$ cat src/logic/dio_filter_params.svh
// Offsets, field positions, reset values and timing figures of the filtered I/O ports.
// Assumes byte-wide register ports addressed from the module's starting I/O address.
`ifndef DIO_FILTER_PARAMS_SVH
`define DIO_FILTER_PARAMS_SVH

// Port offsets from the starting I/O address
`define OFS_FILTER_TIME   8'h03
`define OFS_INPUT_LEVELS  8'h10
`define OFS_OUTPUT_LATCH  8'h14

// Filter code field and reset values
`define FILTER_CODE_MSB   4
`define FILTER_CODE_LSB   0
`define FILTER_CODE_MAX   5'h14
`define FILTER_CODE_OFF   5'h00
`define FILTER_RST        8'h00
`define OUTPUT_RST        8'h00

// Filter timebase: reference rate, sampling at four times it, system clock rate (MHz)
`define FILTER_REF_MHZ    8
`define SAMPLES_PER_TIME  4
`define CLK_MHZ           50

// Consecutive equal samples needed before the filtered level changes
`define STABLE_SAMPLES    3'd4

`endif

$ cat src/logic/dio_filter_pkg.sv
// Types shared by the filtered I/O port logic.
// Assumes the constants of dio_filter_params.svh.
package dio_filter_pkg;

    typedef logic [7:0]  io_byte_t;
    typedef logic [4:0]  filter_code_t;
    typedef logic [20:0] tick_count_t;
    typedef logic [2:0]  sample_count_t;

endpackage : dio_filter_pkg

$ cat src/logic/dio_filter_ports.sv
// Filtered isolated digital I/O ports: filter time, input data, output latch and monitor.
// Assumes a byte-wide port with one-cycle read and write strobes, all synchronous to clk.
//
// Functional notes
// - Each input is sampled once every quarter of the programmed filter time.
// - A filtered level changes only after four consecutive samples show the same new level.
// - A differing sample before four matches drops the partial count and keeps the old level.
// - The filter code comes from the low five bits written at offset 03h, upper bits zero.
// - Code n from 1 to 20 gives a filter time of 2 to the n divided by 8 MHz.
// - Code zero passes raw inputs straight through and is the code after reset.
// - One programmed filter time applies to all input channels together.
// - Reading offset 10h returns one bit per input, 1 for ON, unused upper bits 0.
// - Writing offset 14h latches one bit per output, 1 turning its transistor on.
// - After reset every output latch bit is 0 so all transistors are off.
// - Reading offset 14h returns the output latch without disturbing it.
// - Input change detection uses the filtered level when the filter is on.
`timescale 1ns/1ps
`default_nettype none
`include "dio_filter_params.svh"

module dio_filter_ports
    import dio_filter_pkg::*;
#(
    parameter int NUM_IN  = 8,
    parameter int NUM_OUT = 8
) (
    input  wire logic                      clk,
    input  wire logic                      rst_b,
    input  wire dio_filter_pkg::io_byte_t  addr,
    input  wire logic                      wr_en,
    input  wire logic                      rd_en,
    input  wire dio_filter_pkg::io_byte_t  wdata,
    output dio_filter_pkg::io_byte_t       rdata,
    input  wire logic [NUM_IN-1:0]         raw_in,
    output logic [NUM_IN-1:0]              in_level,
    output logic [NUM_IN-1:0]              in_change,
    output logic [NUM_OUT-1:0]             out_drive
);
    import dio_filter_pkg::*;

    // Timebase: phase accumulator giving an average 32 MHz tick from the 50 MHz clock.
    // A tick at four times the 8 MHz reference makes one sample interval exactly a
    // quarter of the filter time, so nothing downstream has to divide by four.
    localparam int PORT_BITS = $bits(io_byte_t);
    localparam int SAMPLE_MHZ = `FILTER_REF_MHZ * `SAMPLES_PER_TIME;
    localparam logic [5:0] ACC_STEP = 6'(SAMPLE_MHZ);
    localparam logic [5:0] ACC_WRAP = 6'(`CLK_MHZ);

    // Whole port state: filter code, output latch, read data, timebase and the
    // registered copy of the filtered levels with their change pulses
    typedef struct packed {
        filter_code_t     code;
        logic [NUM_OUT-1:0] out_latch;
        io_byte_t         rdata;
        logic [5:0]       acc;
        tick_count_t      tick_cnt;
        logic             sample_en;
        logic [NUM_IN-1:0] level;
        logic [NUM_IN-1:0] change;
    } port_state_s;

    port_state_s        state;
    port_state_s        next_state;
    logic [NUM_IN-1:0]  filt_level;
    logic               bypass;

    // Decoded strobes, timebase terms and byte views used by the update logic
    logic               wr_code;
    logic               wr_latch;
    logic               rd_code;
    logic               rd_input;
    logic               rd_latch;
    logic [6:0]         acc_sum;
    logic               tick;
    logic               sample_due;
    io_byte_t           in_byte;
    io_byte_t           out_byte;

    // Address decode shared by read and write paths
    // An exact match on the whole byte, so no neighbouring offset aliases a port
    function automatic logic hit(input io_byte_t a, input io_byte_t ofs);
        hit = (a == ofs);
    endfunction : hit

    // Number of 32 MHz ticks per sample, less one, for a filter code
    // Codes above the top of the table are held at the top, so a stray write can
    // never stretch the count past its 21 bits or stall sampling altogether
    function automatic tick_count_t sample_limit(input filter_code_t c);
        filter_code_t cc;
        cc = (c > `FILTER_CODE_MAX) ? `FILTER_CODE_MAX : c;       // Keep undefined codes bounded
        sample_limit = tick_count_t'((22'd1 << cc) - 22'd1);
    endfunction : sample_limit

    // Power-on contents: pass-through filter, outputs off, read data and levels clear
    function automatic port_state_s reset_state();
        port_state_s s;
        s = '0;
        s.code = filter_code_t'(`FILTER_RST);
        s.out_latch = NUM_OUT'(`OUTPUT_RST);
        reset_state = s;
    endfunction : reset_state

    assign bypass = (state.code == `FILTER_CODE_OFF);

    // Port strobes, each decoded once; a write and a read in the same cycle both act,
    // and the read returns the contents from before the write
    assign wr_code  = wr_en && hit(addr, `OFS_FILTER_TIME);
    assign wr_latch = wr_en && hit(addr, `OFS_OUTPUT_LATCH);
    assign rd_code  = rd_en && hit(addr, `OFS_FILTER_TIME);
    assign rd_input = rd_en && hit(addr, `OFS_INPUT_LEVELS);
    assign rd_latch = rd_en && hit(addr, `OFS_OUTPUT_LATCH);

    // Fractional divider: adding 32 per clock and wrapping at 50 gives 32 ticks per microsecond.
    // Single sample intervals jitter by one clock, but the average rate is exact, so a long
    // filter time never drifts however long the code stays in place.
    assign acc_sum    = 7'(state.acc) + 7'(ACC_STEP);
    assign tick       = (acc_sum >= 7'(ACC_WRAP));
    assign sample_due = tick && (state.tick_cnt >= sample_limit(state.code));

    // Byte views of the input levels and the output latch; points that a narrower
    // variant lacks read as zero
    genvar gb;
    generate
        for (gb = 0; gb < PORT_BITS; gb++) begin : g_read_bits
            if (gb < NUM_IN) begin : g_in_bit
                assign in_byte[gb] = state.level[gb];
            end else begin : g_in_pad
                assign in_byte[gb] = 1'b0;                         // Unfitted input point
            end
            if (gb < NUM_OUT) begin : g_out_bit
                assign out_byte[gb] = state.out_latch[gb];
            end else begin : g_out_pad
                assign out_byte[gb] = 1'b0;                        // Unfitted output point
            end
        end
    endgenerate

    // One filter stage per input, all sharing one sample strobe
    // A shared strobe means every point runs on the same filter time
    genvar gi;
    generate
        for (gi = 0; gi < NUM_IN; gi++) begin : g_filter
            dio_input_filter u_filter (
                .clk       (clk),
                .rst_b     (rst_b),
                .bypass    (bypass),
                .sample_en (state.sample_en),
                .raw       (raw_in[gi]),
                .level     (filt_level[gi])
            );
        end
    endgenerate

    // Register writes, timebase, input tracking and registered read data
    always_comb begin
        next_state = state;
        next_state.sample_en = 1'b0;

        // Accumulator steps every clock and wraps on each tick
        if (tick) begin
            next_state.acc = 6'(acc_sum - 7'(ACC_WRAP));
        end else begin
            next_state.acc = acc_sum[5:0];
        end

        // Sample strobe every 2^n ticks, a quarter of the filter time; pass-through parks
        // the counter at zero so that turning the filter on starts with a whole interval
        if (bypass) begin
            next_state.tick_cnt = '0;
        end else if (tick) begin
            if (sample_due) begin
                next_state.tick_cnt = '0;
                next_state.sample_en = 1'b1;
            end else begin
                next_state.tick_cnt = state.tick_cnt + 21'd1;
            end
        end

        // Filtered levels and change pulses for downstream edge detection
        // The pulse rises with the new level, so an edge detector sees both in one cycle
        next_state.level = filt_level;
        next_state.change = filt_level ^ state.level;

        // Register writes; a new code restarts the count so its first interval is whole
        if (wr_code) begin
            next_state.code = wdata[`FILTER_CODE_MSB:`FILTER_CODE_LSB];
            next_state.tick_cnt = '0;                              // Restart sample count on new code; accumulator keeps running
        end
        if (wr_latch) begin
            next_state.out_latch = wdata[NUM_OUT-1:0];
        end

        // Registered read data, zero on unmapped offsets; a read never touches the latch
        if (rd_en) begin
            next_state.rdata = '0;
            if (rd_code) begin
                next_state.rdata = io_byte_t'(state.code);
            end else if (rd_input) begin
                next_state.rdata = in_byte;
            end else if (rd_latch) begin
                next_state.rdata = out_byte;
            end
        end
    end

    // State register
    always_ff @(posedge clk) begin
        if (!rst_b) begin
            state <= reset_state();
        end else begin
            state <= next_state;
        end
    end

    // Read data and filtered inputs straight from the state register
    assign rdata     = state.rdata;
    assign in_level  = state.level;
    assign in_change = state.change;

    // Output transistors follow the latch; only a port write moves it
    assign out_drive = state.out_latch;

endmodule : dio_filter_ports
`default_nettype wire

$ cat src/logic/dio_input_filter.sv
// One debounce filter stage for a single input point.
// Assumes sample_en is a one-cycle pulse at a quarter of the filter time.
`timescale 1ns/1ps
`default_nettype none
`include "dio_filter_params.svh"

module dio_input_filter
    import dio_filter_pkg::*;
(
    input  wire logic clk,
    input  wire logic rst_b,
    input  wire logic bypass,
    input  wire logic sample_en,
    input  wire logic raw,
    output logic      level
);
    import dio_filter_pkg::*;

    typedef struct packed {
        logic          level;
        logic          last;
        sample_count_t count;
    } chan_state_s;

    chan_state_s state;
    chan_state_s next_state;

    // Count matching samples of a new level; any mismatch restarts the count
    always_comb begin
        next_state = state;
        if (bypass) begin
            next_state.level = raw;
            next_state.count = '0;
        end else if (sample_en) begin
            next_state.last = raw;
            if (raw == state.level) begin
                next_state.count = '0;
            end else if (state.count != '0 && raw != state.last) begin
                next_state.count = 3'd1;
            end else if (state.count + 3'd1 == `STABLE_SAMPLES) begin
                next_state.level = raw;
                next_state.count = '0;
            end else begin
                next_state.count = state.count + 3'd1;
            end
        end
    end

    // State register
    always_ff @(posedge clk) begin
        if (!rst_b) begin
            state <= '0;
        end else begin
            state <= next_state;
        end
    end

    assign level = state.level;

endmodule : dio_input_filter
`default_nettype wire

$ cat config.mk
export PLATFORM = sky130hd
export DESIGN_NAME = dio_filter_ports
export DESIGN_NICKNAME = d
export VERILOG_FILES = /design/src/logic/dio_filter_pkg.sv /design/src/logic/dio_filter_ports.sv /design/src/logic/dio_input_filter.sv
export VERILOG_INCLUDE_DIRS = /design/src /design/src/logic
export SDC_FILE = /design/constraint.sdc
export NUM_CORES = 1
export LEC_CHECK = 0
export ABC_AREA = 0
export CAP_MARGIN = 0
export CORE_MARGIN = 1
export CORE_UTILIZATION = 70
export CTS_CLUSTER_DIAMETER = 30
export DETAILED_ROUTE_END_ITERATION = 8
export DONT_BUFFER_PORTS = 1
export HOLD_SLACK_MARGIN = 0.1
export PLACE_DENSITY = 0.82
export REMOVE_ABC_BUFFERS = 1
export SLEW_MARGIN = 20
export SYNTH_ARGS = -nofsm -noshare
export SYNTH_HDL_FRONTEND = slang
export SYNTH_HIERARCHICAL = 1
export SYNTH_SLANG_ARGS = --single-unit
$ cat constraint.sdc
create_clock -name clk -period 7.4 [get_ports clk]
set_input_delay 1.48 -clock clk [delete_from_list [all_inputs] [get_ports clk]]
set_output_delay 1.48 -clock clk [all_outputs]
set_load 0.01 [all_outputs]
======== Word-level counts from Yosys, hierarchy flattened ========
Index checks and enable logic that the tools add are counted.
cells by class
  add/subtract/negate cells ............... 12
  magnitude comparators ................... 3
  equality and inequality tests ........... 43
  shift-type cells ........................ 1
  multiplexer cells ....................... 71
  bitwise gates (word level) .............. 4
  reduce and logical (&&, ||, !) cells .... 44
operator list
  operator                                              count
  two-way mux 3 bit                                     24
  two-way mux 5 bit                                     9
  two-way mux 1 bit                                     33
  != test 2 bit (second input constant)                 16
  AND reduction 4 bit                                   8
  adder 3 x 1 -> 3 bit (second input constant)          8
  equality test 3 bit (second input constant)           8
  two-way mux 8 bit                                     3
  nonzero test 3 bit                                    8
  adder 21 x 1 -> 21 bit (second input constant)        1
  >= comparator 21 bit                                  1
  two-way mux 21 bit                                    1
  left shift 1 x 5 -> 21 bit (first input constant)     1
  subtractor 21 x 1 -> 21 bit (second input constant)   1
  nonzero test 2 bit                                    9
  equality test 8 x 5 -> 1 bit (second input constant)  2
  logical AND 1 bit                                     14
  equality test 1 bit                                   8
  equality test 8 x 2 -> 1 bit (second input constant)  1
  != test 1 bit                                         8
  XOR 8 bit                                             1
  adder 6 x 6 -> 7 bit (second input constant)          1
  >= comparator 7 x 6 -> 1 bit (second input constant)  1
  two-way mux 6 bit                                     1
  other kinds (7)                                       10
storage, ports and cells
  flip-flop bits (word level) ............. 105
  bits of input ports ..................... 28
  output and inout bits ................... 32
  word-level logic and storage cells ...... 210

======== Logic depth before layout (Yosys ltp) ========
Gate-level depths: netlist of run 1.
  depth in word-level cells ............... 7
  depth in mapped cells ................... 18
  gate-level depth less buffers ........... 15

======== Hierarchy ========
The synthesis of run 1 kept the hierarchy.
modules (own cells, without submodules)
  module            times used  cells an instance  area each (um^2)  seq. area each (um^2)
  dio_filter_ports  1           453                3,786.1           1,281.2
  dio_input_filter  8           46                 357.8             100.1

======== Worst setup path before layout of run 1 ========
Ideal clock, no wire load.
  path kind ............................... reg2reg
  start ................................... reg state[62] (netlist name)
  end ..................................... reg state[23] (netlist name)
  library setup time ...................... 132 ps
  arrival time ............................ 4,091 ps
  required time ........................... 7,268 ps
  path slack .............................. 3,177 ps
  stages on the path, launching flop included .. 17
  buffers on the path ..................... 3
  clock period less this slack ............ 4,223 ps
  path through ............................ dfxtp_1 clkbuf_1 or2_2 clkbuf_1 or3_1 ha_1 or2_2 o31ai_1 a22o_1 a21boi_0 ha_1 nand4_1 nor2_1 nand2_1 a311oi_1 clkbuf_1 nor3_1
between the ends
  word-level cells in the longest chain between the ends .. 7
  elaborated cells between the ends (all ways) .. 9
  classes of those cells .................. add/sub: 1; order compare: 2; shift: 1; mux: 2; reduce/logical: 3
RTL lines
  item                                            RTL line                 RTL
  from (decl)                                     dio_filter_ports.sv:62   port_state_s state;
  from (signal assigned)                          dio_filter_ports.sv:209  state <= reset_state();
  from (signal assigned)                          dio_filter_ports.sv:211  state <= next_state;
  greater-than comparator 5 bit (no source line)  n/a
  two-way mux 5 bit                               dio_filter_ports.sv:90   cc = (c > `FILTER_CODE_MAX) ? `FILTER_CODE_MAX : c;
  left shift 1 x 5 -> 21 bit                      dio_filter_ports.sv:91   sample_limit = tick_count_t'((22'd1 << cc) - 22'd1);
  subtractor 21 x 1 -> 21 bit                     dio_filter_ports.sv:91
  >= comparator 21 bit                            dio_filter_ports.sv:118  assign sample_due = tick && (state.tick_cnt >= sample_limit(state.code));
  logical AND 1 bit                               dio_filter_ports.sv:118
  two-way mux 21 bit                              dio_filter_ports.sv:171  if (sample_due) begin
Parallel ways exist; a longest one is shown, timed or not.
A chain may end at the register's enable or synchronous reset.

======== Worst setup path in the final report of run 1 ========
  start ................................... reg state[62] (netlist name)
  end ..................................... reg state[24] (netlist name)
The elaborated chain is that of the path after synthesis.

==> results of run 1 <==
-- logic make-up after synthesis --
family          share of synthesized area, %
buf+inv                                 8.92
simple gates                            23.4
fa+ha+maj                               9.22
compound gates                          18.5
flops                                   31.3
mux                                     1.20
xor+xnor                                7.51
-- area by class of cell --
| type | instances | area, sq um |
|---|---|---|
| clock inverters | 6 | 52.6 |
| multi-input cells | 601 | 3990 |
| flip-flops and latches | 104 | 2080 |
| repair buffers | 4 | 30.0 |
| fillers | 710 | 2610 |
| inverters | 50 | 188 |
| clock buffers | 10 | 128 |
| well taps | 129 | 161 |
-- cell usage after synthesis, types with 2 or more instances --
master     instances
nand2_1          110
dfxtp_1          104
a21oi_1           53
inv_1             50
ha_1              49
xnor2_1           38
o21ai_0           35
buf_4             32
nor3_1            30
a21boi_0          25
nand2b_1          21
and2_1            20
clkbuf_1          20
nand3_1           19
xor2_1            19
nor2b_1           18
nor2_1            16
nor4_1            16
a211oi_1          15
a22oi_1           10
nand3b_1           9
or4_1              9
a2111oi_0          8
clkbuf_2           8
mux2i_1            8
o211ai_1           8
o32ai_1            8
nand4_1            7
and3_1             6
o221ai_1           6
or3_1              6
o31ai_1            4
and4_1             3
buf_2              3
o21a_1             3
or2_2              3
a22o_1             2
a31o_2             2
a31oi_1            2
-- metrics by stage --
step | cell area, sq um | setup WS [ns] | instances | hold slack (ns)
final | 6630 | 2.88 | 904 | 0.510
after global routing | 6630 | 2.52 | 904 | 0.531
after CTS | 6630 | 2.93 | 904 | 0.512
after detailed placement | 6450 | 2.97 | 888 | 0.497
after global placement | 6440 | 2.88 | 888 | 0.481
after floorplan | 6240 | 2.83 | 755 | 0.469
-- how the worst max path moves through the flow --
stage	from	to	slack, ns	depth (start not counted)
after floorplan	state[62]	state[19]	2.83	13
after global placement	state[62]	state[23]	2.88	13
after detailed placement	state[62]	state[19]	2.97	13
after CTS	state[62]	state[19]	2.93	13
after global routing	state[62]	state[19]	2.52	13
final	state[62]	state[24]	2.88	13
-- state kept, by name, indices dropped and copies added (netlist names) --
register	flops
g_filter.u_filter/state	32
state	32
g_filter.u_filter/level	8
in_change	8
in_level	8
out_drive	8
rdata	8
-- where the power goes --
part	total [W]	internal [W]	switching, W
combinational	0.000126	0.0000522	0.0000742
sequential	0.000601	0.000578	0.0000230
clock	0.000334	0.000128	0.000206
-- routing by layer --
layer,track usage (%),up-vias,part of all wire (%)
met5,0,-,0
met4,10.4,0,2.4
met3,7.10,27,6.4
met2,52.5,184,48
met1,36.7,2558,43
li1,-,2756,-
-- critical path, cell delays in order, from the launching register on --
cell      delay [ns]
dfxtp_1         0.49
or2_2           0.44
or3_1           0.44
ha_1            0.40
or2_2           0.39
o31ai_1         0.21
a22o_1          0.16
a21boi_0        0.10
ha_1            0.35
nand4_1         0.12
nor2_1          0.17
nand2_1         0.15
a311oi_4        0.79
nor3_1          0.15
==> metrics, run 1 <==
status=finished clean; CP Max Fanout=19; period utilization=61.1%; Die H=99.5 microns; Yosys top cell area share=31.3%; Seq/Total Area, Yosys=31.3%; Synth Cell Area=0.00665 sq mm; synth top area cells=dfxtp_1 31%, ha_1 9.2%, nand2_1 6.2%, xnor2_1 5.0%, a21oi_1 4.0%; starting density of the core=72.0%; number of hold buffers added after cts=0; WL/cell=15.7 microns; ys async rst share=0%; drt drc=0; yosys warns=6; worst reg2reg endpoint=state[24]; Req. time, crit path=7.64 ns; Post-synth EDFFs=0; input/output buffers=0; Main synth FF type=dfxtp_1; hold crit path type=register to register; TritonCTS clock tree=built; Hold Crit Start=g_filter[0].u_filter/state[1]; syn avg cell area=8.10 sq um; Critical Path Start Type=register; DRT iter0 DRCs=413; Worst Hold Path EP=g_filter[0].u_filter/state[1]; synthesized instance count=821; GR Overflow Total=0; Setup Skew=0.0124 ns; clock sink count=104; RSZ-0062 raised after global routing=no; worst r2r src=state[62]; first-pass GRT wire length=24.1 mm; DR vias/cell=6.11; antenna violations before repair=0; synth unique cells=55; commonest non-fill, non-tap cell in the layout=nand2_1; Clock Pin Slew Worst Setup and Hold Paths=0.11 ns; vias post-DR=5,525; Final ANT Viol Nets=0; Total Wirelength=14.2 mm; post-layout minimum cycle time=4.52 ns; Post-Route Utilization=71.8%; Area Overhead vs Synth=-0.245%; r2r setup slk=2.88 ns; Worst slew margin=37.4%; crit end category=register; R2R cell count=13; final net count=847; Hold Path Cell Cnt=2; VDD IR max=0.169 mV; layout cells sized above 1=3.87%; Highest Clock Rate=221 MHz; Max-Cap Viols=0; io pins=60; Finish-stage setup viols=0; GR Util All Layers=30.2%; DIE WIDTH=99.5 microns; setup TNS=0 ns; Max Slew Vio Count=0; commonest cells after routing, fill and taps aside=110 x nand2_1, 104 x dfxtp_1, 53 x a21oi_1; drt pass-1 iters=5; clock latency on the worst-skew pair=0.39 ns; WP data arrival=4.76 ns; die area=0.00989 sq mm; dpl hpwl=10.4 mm; cts repair resizes=0; cell taking the most area after synthesis=dfxtp_1; # diodes=0; row count=35; vias in the first global route=5,245; post-CTS setup buffers=0; final hold vios=0; #FFs+latches synth=104; worst slew pin tran=0.938 ns; total power draw=0.00106 W; Setup CP Type=register to register; largest net degree at the start of global routing=77; routability cong.=0.914; clk buf depth=2; pwr/cell area=160 mW/mm^2; H-tree depth=3; Inserted Clock Buffers=9; clk root buf=clkbuf_8; Pleak=2.32 nW; Placeable Area=0.00924 sq mm
Power figures use the tool's default switching activity.
==> inputs of run 2 (changes only) <==
--- a/config.mk
+++ b/config.mk
@@ -9,12 +9,12 @@
 export ABC_AREA = 0
 export CAP_MARGIN = 0
 export CORE_MARGIN = 1
-export CORE_UTILIZATION = 70
+export CORE_UTILIZATION = 58
 export CTS_CLUSTER_DIAMETER = 30
 export DETAILED_ROUTE_END_ITERATION = 8
 export DONT_BUFFER_PORTS = 1
 export HOLD_SLACK_MARGIN = 0.1
-export PLACE_DENSITY = 0.82
+export PLACE_DENSITY = 0.72
 export REMOVE_ABC_BUFFERS = 1
 export SLEW_MARGIN = 20
 export SYNTH_ARGS = -nofsm -noshare
==> constraint.sdc (replaced) <==
create_clock -name clk -period 3.7 [get_ports clk]
set_input_delay 0.74 -clock clk [delete_from_list [all_inputs] [get_ports clk]]
set_output_delay 0.74 -clock clk [all_outputs]
set_load 0.01 [all_outputs]
==> metrics, run 2 (synthesized netlist as in run 1, its figures left out) <==
pwr/cell area=352 mW/mm^2 (+120%); Worst slew margin=49.5% (+12 points); Clock Power Share=39.0% (+7.6 points); WL/cell=16.1 microns (+2.0%); CP max stage delay=0.34 ns (-0.45 ns); GR Util All Layers=26.4% (-3.8 points); commonest cells after routing, fill and taps aside=110 x nand2_1, 104 x dfxtp_1, 53 x a21oi_1; area occupied by multi-input gates=0.00401 sq mm (+0.41%); DR vias/cell=5.98 (-2.2%); row count=38 (+8.6%); crit end category=register; crit path max-delay cell type=or3_1; top flop regs=g_filter.u_filter/state: 32 flops, state: 32 flops; vias post-DR=5,546 (+0.38%); DRT iter0 DRCs=334 (-19%); Req. time, crit path=3.97 ns (-3.67 ns); Top Family by Delay on Critical Path=simple AND/OR/NAND/NOR gates; Final ANT Viol Nets=0 (unchanged); hold crit path type=register to register; Seq. cell area=0.00208 sq mm (unchanged); GR Overflow Total=0 (unchanged); DIE WIDTH=109 microns (+9.7%); io pins=60 (unchanged); Finish-stage setup viols=0 (unchanged); critical path cell sequence=or2_2 > or3_1 > ha_1 > or2_2 > o31ai_1 > a22o_1 > a21boi_0 > ha_1 > a211oi_1 > nor2_1 > nor3_2 > a311oi_2 > buf_6 > nor3_1; Setup Skew=0.00761 ns (-0.00481 ns); Setup CP Type=register to register; layout cells sized above 1=6.09% (+2.2 points); status=finished clean; drt pass-1 iters=5 (unchanged); CP Max Fanout=19 (unchanged); Buf+Inv Stages, Crit Path=1 (+1); fillers=945 (+33%); Clock Pin Slew Worst Setup and Hold Paths=0.07 ns (-0.04 ns); largest net degree at the start of global routing=77 (unchanged); Pleak=2.44 nW (+5.1%); fin worst setup slack=0.268 ns (-2.61 ns); dpl hpwl=10.8 mm (+3.7%); dpl ws=0.0723 ns (-2.90 ns); Critical Path Start Type=register; Max Slew Vio Count=0 (unchanged); input/output buffers=0 (unchanged); drt drc=0 (unchanged); # diodes=0 (unchanged); post-layout minimum cycle time=3.43 ns (-1.09 ns); period utilization=92.7% (+32 points); Area Overhead vs Synth=3.33%; Placeable Area=0.0110 sq mm (+19%); final net count=860 (+1.5%); vias in the first global route=5,239 (-0.11%); WP data arrival=3.71 ns (-1.05 ns); clock latency on the worst-skew pair=0.36 ns (-0.03 ns); H-tree depth=3 (unchanged); Psw=0.000672 W (+120%); Max-Cap Viols=0 (unchanged); Total Wirelength=14.9 mm (+4.7%); Die H=109 microns (+9.7%); Sw Share=27.8% (-0.76 points); Final Instance Count excl. Fillers=928 (+2.7%); first-pass GRT wire length=24.5 mm (+1.7%); Inserted Clock Buffers=9 (unchanged); commonest non-fill, non-tap cell in the layout=nand2_1; worst slew pin tran=0.757 ns (-0.181 ns); Post-Route Utilization=62.6% (-9.2 points); final hold vios=0 (unchanged); RSZ-0062 raised after global routing=no; clk root buf=clkbuf_16; clk buf depth=2 (unchanged); die area=0.0119 sq mm (+20%); VDD IR max=0.369 mV (+120%); clock sink count=104 (unchanged); Seq pwr share=49.8% (-6.8 points); routability cong.=0.894 (-2.2%); total power draw=0.00242 W (+130%); starting density of the core=60.5% (-11 points); P_int=0.00174 W (+130%); Highest Clock Rate=291 MHz (+32%); TritonCTS clock tree=built; post-CTS setup buffers=0 (unchanged); antenna violations before repair=0 (unchanged); Comb power frac=11.2% (-0.7 points); placed instance count=912 (+2.7%)
## run 2: changes by cell type in the layout (fill, tap and decap cells not counted), sizes merged
| cell | before | now |
|---|---|---|
| clkinv | 3 | 1 |
| inv | 52 | 55 |
| buf | 4 | 17 |
| clkinvlp | 1 | 0 |
## run 2: per-layer routing
metal	vias up	global-route usage [%]	part of all wire (%)	routed length, microns
met5	-	0	0	0
met4	0	11.6	2.4	355
met3	27	6.99	5.4	802
met2	142	44.8	49	7330
met1	2588	31.1	43	6410
li1	2789	-	-	-
## run 2: final cells by class
cell class,instances,share of cell area [%]
Timing Repair Buffer,17,1.91
Inverter,50,2.73
Tap cell,140,2.55
Clock buffer,10,3.33
Sequential cell,104,30.3
Clock inverter,6,0.838
Multi-Input combinational cell,601,58.3
## run 2: power by group through the flow
stage	registers, W	logic (W)	clock network [W]
final	0.00120	0.000271	0.000943
after global routing	0.00121	0.000298	0.00101
after CTS	0.00120	0.000264	0.000967
after detailed placement	0.00123	0.000262	0
after global placement	0.00123	0.000247	0
after floorplan	0.00122	0.000190	0
## run 2: tightest hold or removal path: stages, from the launching register on
cell and delay (ns):
dfxtp_1 0.34, nand2_1 0.06, a21oi_1 0.05
## run 2: what timing repair did
item                                   CTS  global route
setup endpoints to repair                0            20
hold buffers                             0             0
gates resized for setup                  0             8
endpoints found under the hold margin    0             0
## run 2: final timing paths
kind | depth (start not counted) | slack [ns] | from | endpoint
worst max register to register | 14 | 0.27 | state[60] | state[19]
worst max-delay path | 14 | 0.27 | state[60] | state[19]
worst min register to register | 2 | 0.50 | g_filter[4].u_filter/state[1] | g_filter[4].u_filter/state[1]
worst min-delay path | 2 | 0.50 | g_filter[4].u_filter/state[1] | g_filter[4].u_filter/state[1]
## run 2: stage by stage
step | setup TNS, ns | instance area, sq um | hold WS (ns)
after floorplan | -16.29 | 6240 | 0.469
after global placement | 0 | 6550 | 0.480
after detailed placement | 0 | 6550 | 0.490
after CTS | 0 | 6840 | 0.491
after global routing | 0 | 6870 | 0.484
final | 0 | 6870 | 0.497
==> inputs of run 3 (changes only) <==
--- a/config.mk
+++ b/config.mk
@@ -9,12 +9,13 @@
 export ABC_AREA = 0
 export CAP_MARGIN = 0
 export CORE_MARGIN = 1
-export CORE_UTILIZATION = 58
+export CORE_UTILIZATION = 40
 export CTS_CLUSTER_DIAMETER = 30
 export DETAILED_ROUTE_END_ITERATION = 8
 export DONT_BUFFER_PORTS = 1
 export HOLD_SLACK_MARGIN = 0.1
-export PLACE_DENSITY = 0.72
+export MAX_ROUTING_LAYER = met4
+export PLACE_DENSITY = 0.52
 export REMOVE_ABC_BUFFERS = 1
 export SLEW_MARGIN = 20
 export SYNTH_ARGS = -nofsm -noshare
==> metrics, run 3 (synthesized netlist as in run 1, its figures left out) <==
post-layout minimum cycle time=3.49 ns (+0.0625 ns); clock latency on the worst-skew pair=0.36 ns (about the same); final hold vios=0 (unchanged); drt pass-1 iters=5 (unchanged); Placeable Area=0.0161 sq mm (+46%); worst slew pin tran=0.797 ns (+0.0394 ns); dpl ws=0.166 ns (+0.0938 ns); Sw Share=26.6% (-1.2 points); Area Overhead vs Synth=5.27%; DRT iter0 DRCs=339 (+1.5%); Total Wirelength=15.9 mm (+6.5%); Setup CP Type=register to register; Req. time, crit path=3.97 ns (about the same); starting density of the core=41.4% (-19 points); setup TNS=0 ns (unchanged); drt drc=0 (unchanged); WL/cell=15.8 microns (-1.8%); area occupied by multi-input gates=0.00401 sq mm (about the same); Final ANT Viol Nets=0 (unchanged); Finish-stage setup viols=0 (unchanged); input/output buffers=0 (unchanged); commonest non-fill, non-tap cell in the layout=nand2_1; worst hold slack=0.497 ns (+0.0000650 ns); Seq pwr share=49.2% (-0.6 points); worst reg2reg endpoint=state[30]; Comb power frac=11.6% (+0.4 points); WP data arrival=3.77 ns (+0.06 ns); Clock Power Share=39.3% (+0.3 points); Clock Pin Slew Worst Setup and Hold Paths=0.07 ns (about the same); CP Max Fanout=10 (-9); Max Slew Vio Count=0 (unchanged); number of hold buffers added after cts=0 (unchanged); R2R cell count=15 (+1); Seq. cell area=0.00208 sq mm (unchanged); Highest Clock Rate=286 MHz (-1.8%); vias in the first global route=5,213 (-0.50%); routability cong.=0.870 (-2.6%); Critical Path Start Type=register; Die H=131 microns (+20%); GR Overflow Total=0 (unchanged); crit path from=state[62]; clk root buf=clkbuf_16; clk buf depth=2 (unchanged); final net count=863 (+0.35%); Post-Route Utilization=43.6% (-19 points); Worst slew margin=46.8% (-2.6 points); largest net degree at the start of global routing=77 (unchanged); first-pass GRT wire length=25.8 mm (+5.2%); Pleak=2.46 nW (+1.1%); Critical path destination=state[30]; VDD IR max=0.260 mV (-29%); die area=0.0171 sq mm (+44%); dpl hpwl=11.6 mm (+7.5%); r2r setup slk=0.21 ns (-0.06 ns); Inserted Clock Buffers=9 (unchanged); io pins=60 (unchanged); fillers=1,590 (+68%); antenna violations before repair=0 (unchanged); worst r2r src=state[62]; clock sink count=104 (unchanged); Setup Skew=0.0116 ns (+0.00400 ns); period utilization=94.4% (+1.7 points); DR vias/cell=5.53 (-7.5%); pwr/cell area=350 mW/mm^2 (-0.58%); # diodes=0 (unchanged); layout cells sized above 1=6.57% (+0.48 points); status=finished clean; Psw=0.000651 W (-3.2%); P_int=0.00180 W (+3.0%); top flop regs=g_filter.u_filter/state: 32 flops, state: 32 flops; Max-Cap Viols=0 (unchanged); TritonCTS clock tree=built; fin worst setup slack=0.206 ns (-0.0625 ns); GR Util All Layers=19.9% (-6.5 points); commonest cells after routing, fill and taps aside=110 x nand2_1, 104 x dfxtp_1, 53 x a21oi_1; H-tree depth=3 (unchanged); hold crit path type=register to register; row count=46 (+21%); vias post-DR=5,565 (+0.34%); DIE WIDTH=131 microns (+20%); crit end category=register
-- run 3: per-layer routing --
layer / GRT usage (%) / wire (microns) / vias up
met3: 5.70 / 818 / 16
met1: 23.5 / 7200 / 2633
met5: - / 0 / -
li1: - / - / 2790
met2: 32.9 / 7600 / 126
met4: 5.54 / 252 / 0
-- run 3: worst min-delay path by stage --
stage                     slack [ns]                            end  cells after the start                           from
after floorplan                 0.47  g_filter[0].u_filter/state[1]                      2  g_filter[0].u_filter/state[1]
after global placement          0.48  g_filter[2].u_filter/state[1]                      2  g_filter[2].u_filter/state[1]
after detailed placement        0.49  g_filter[0].u_filter/state[1]                      2  g_filter[0].u_filter/state[1]
after CTS                       0.49                    in_level[3]                      1                          rst_b
after global routing            0.49                    in_level[4]                      1                          rst_b
final                           0.50  g_filter[0].u_filter/state[1]                      2  g_filter[0].u_filter/state[1]
-- run 3: timing repair --
action,CTS,global route
setup buffers,0,1
resized for setup,0,10
endpoints found under the setup margin,0,21
-- run 3: power groups by stage --
| stage | Sequential (W) | Clock [W] | Combinational [W] |
|---|---|---|---|
| 2_1_floorplan | 0.00122 | 0 | 0.000190 |
| 3_3_place_gp | 0.00123 | 0 | 0.000257 |
| 3_5_place_dp | 0.00123 | 0 | 0.000265 |
| 4_1_cts | 0.00120 | 0.000999 | 0.000266 |
| 5_1_grt | 0.00121 | 0.00104 | 0.000319 |
| 6_report | 0.00120 | 0.000961 | 0.000284 |
-- run 3: worst max-delay path, cell delays in order (launching register included) --
cell and delay [ns]:
dfxtp_1 0.31, or2_2 0.36, or3_1 0.39, ha_1 0.20, or2_2 0.32, o31ai_2 0.20, a22o_1 0.15, a21boi_1 0.07
ha_1 0.29, a211oi_1 0.21, nor2_1 0.08, nor3_2 0.21, a311oi_2 0.14, buf_4 0.15, buf_6 0.13, a211oi_1 0.20
-- run 3: cell type report --
class                   count  area share, %
inverters                  50           2.68
multi-input cells         601           57.2
clock inverters             4          0.501
clock buffers              12           3.81
repair buffers             20           2.16
flip-flops and latches    104           29.7
well taps                 216           3.86
-- run 3: stage by stage --
| stage | instance area (sq um) | total power, W | instances |
|---|---|---|---|
| finish | 7000 | 0.00245 | 1007 |
| global route | 7000 | 0.00257 | 1007 |
| CTS | 6960 | 0.00247 | 1005 |
| detailed placement | 6660 | 0.00149 | 989 |
| global placement | 6660 | 0.00149 | 989 |
| floorplan | 6240 | 0.00141 | 755 |
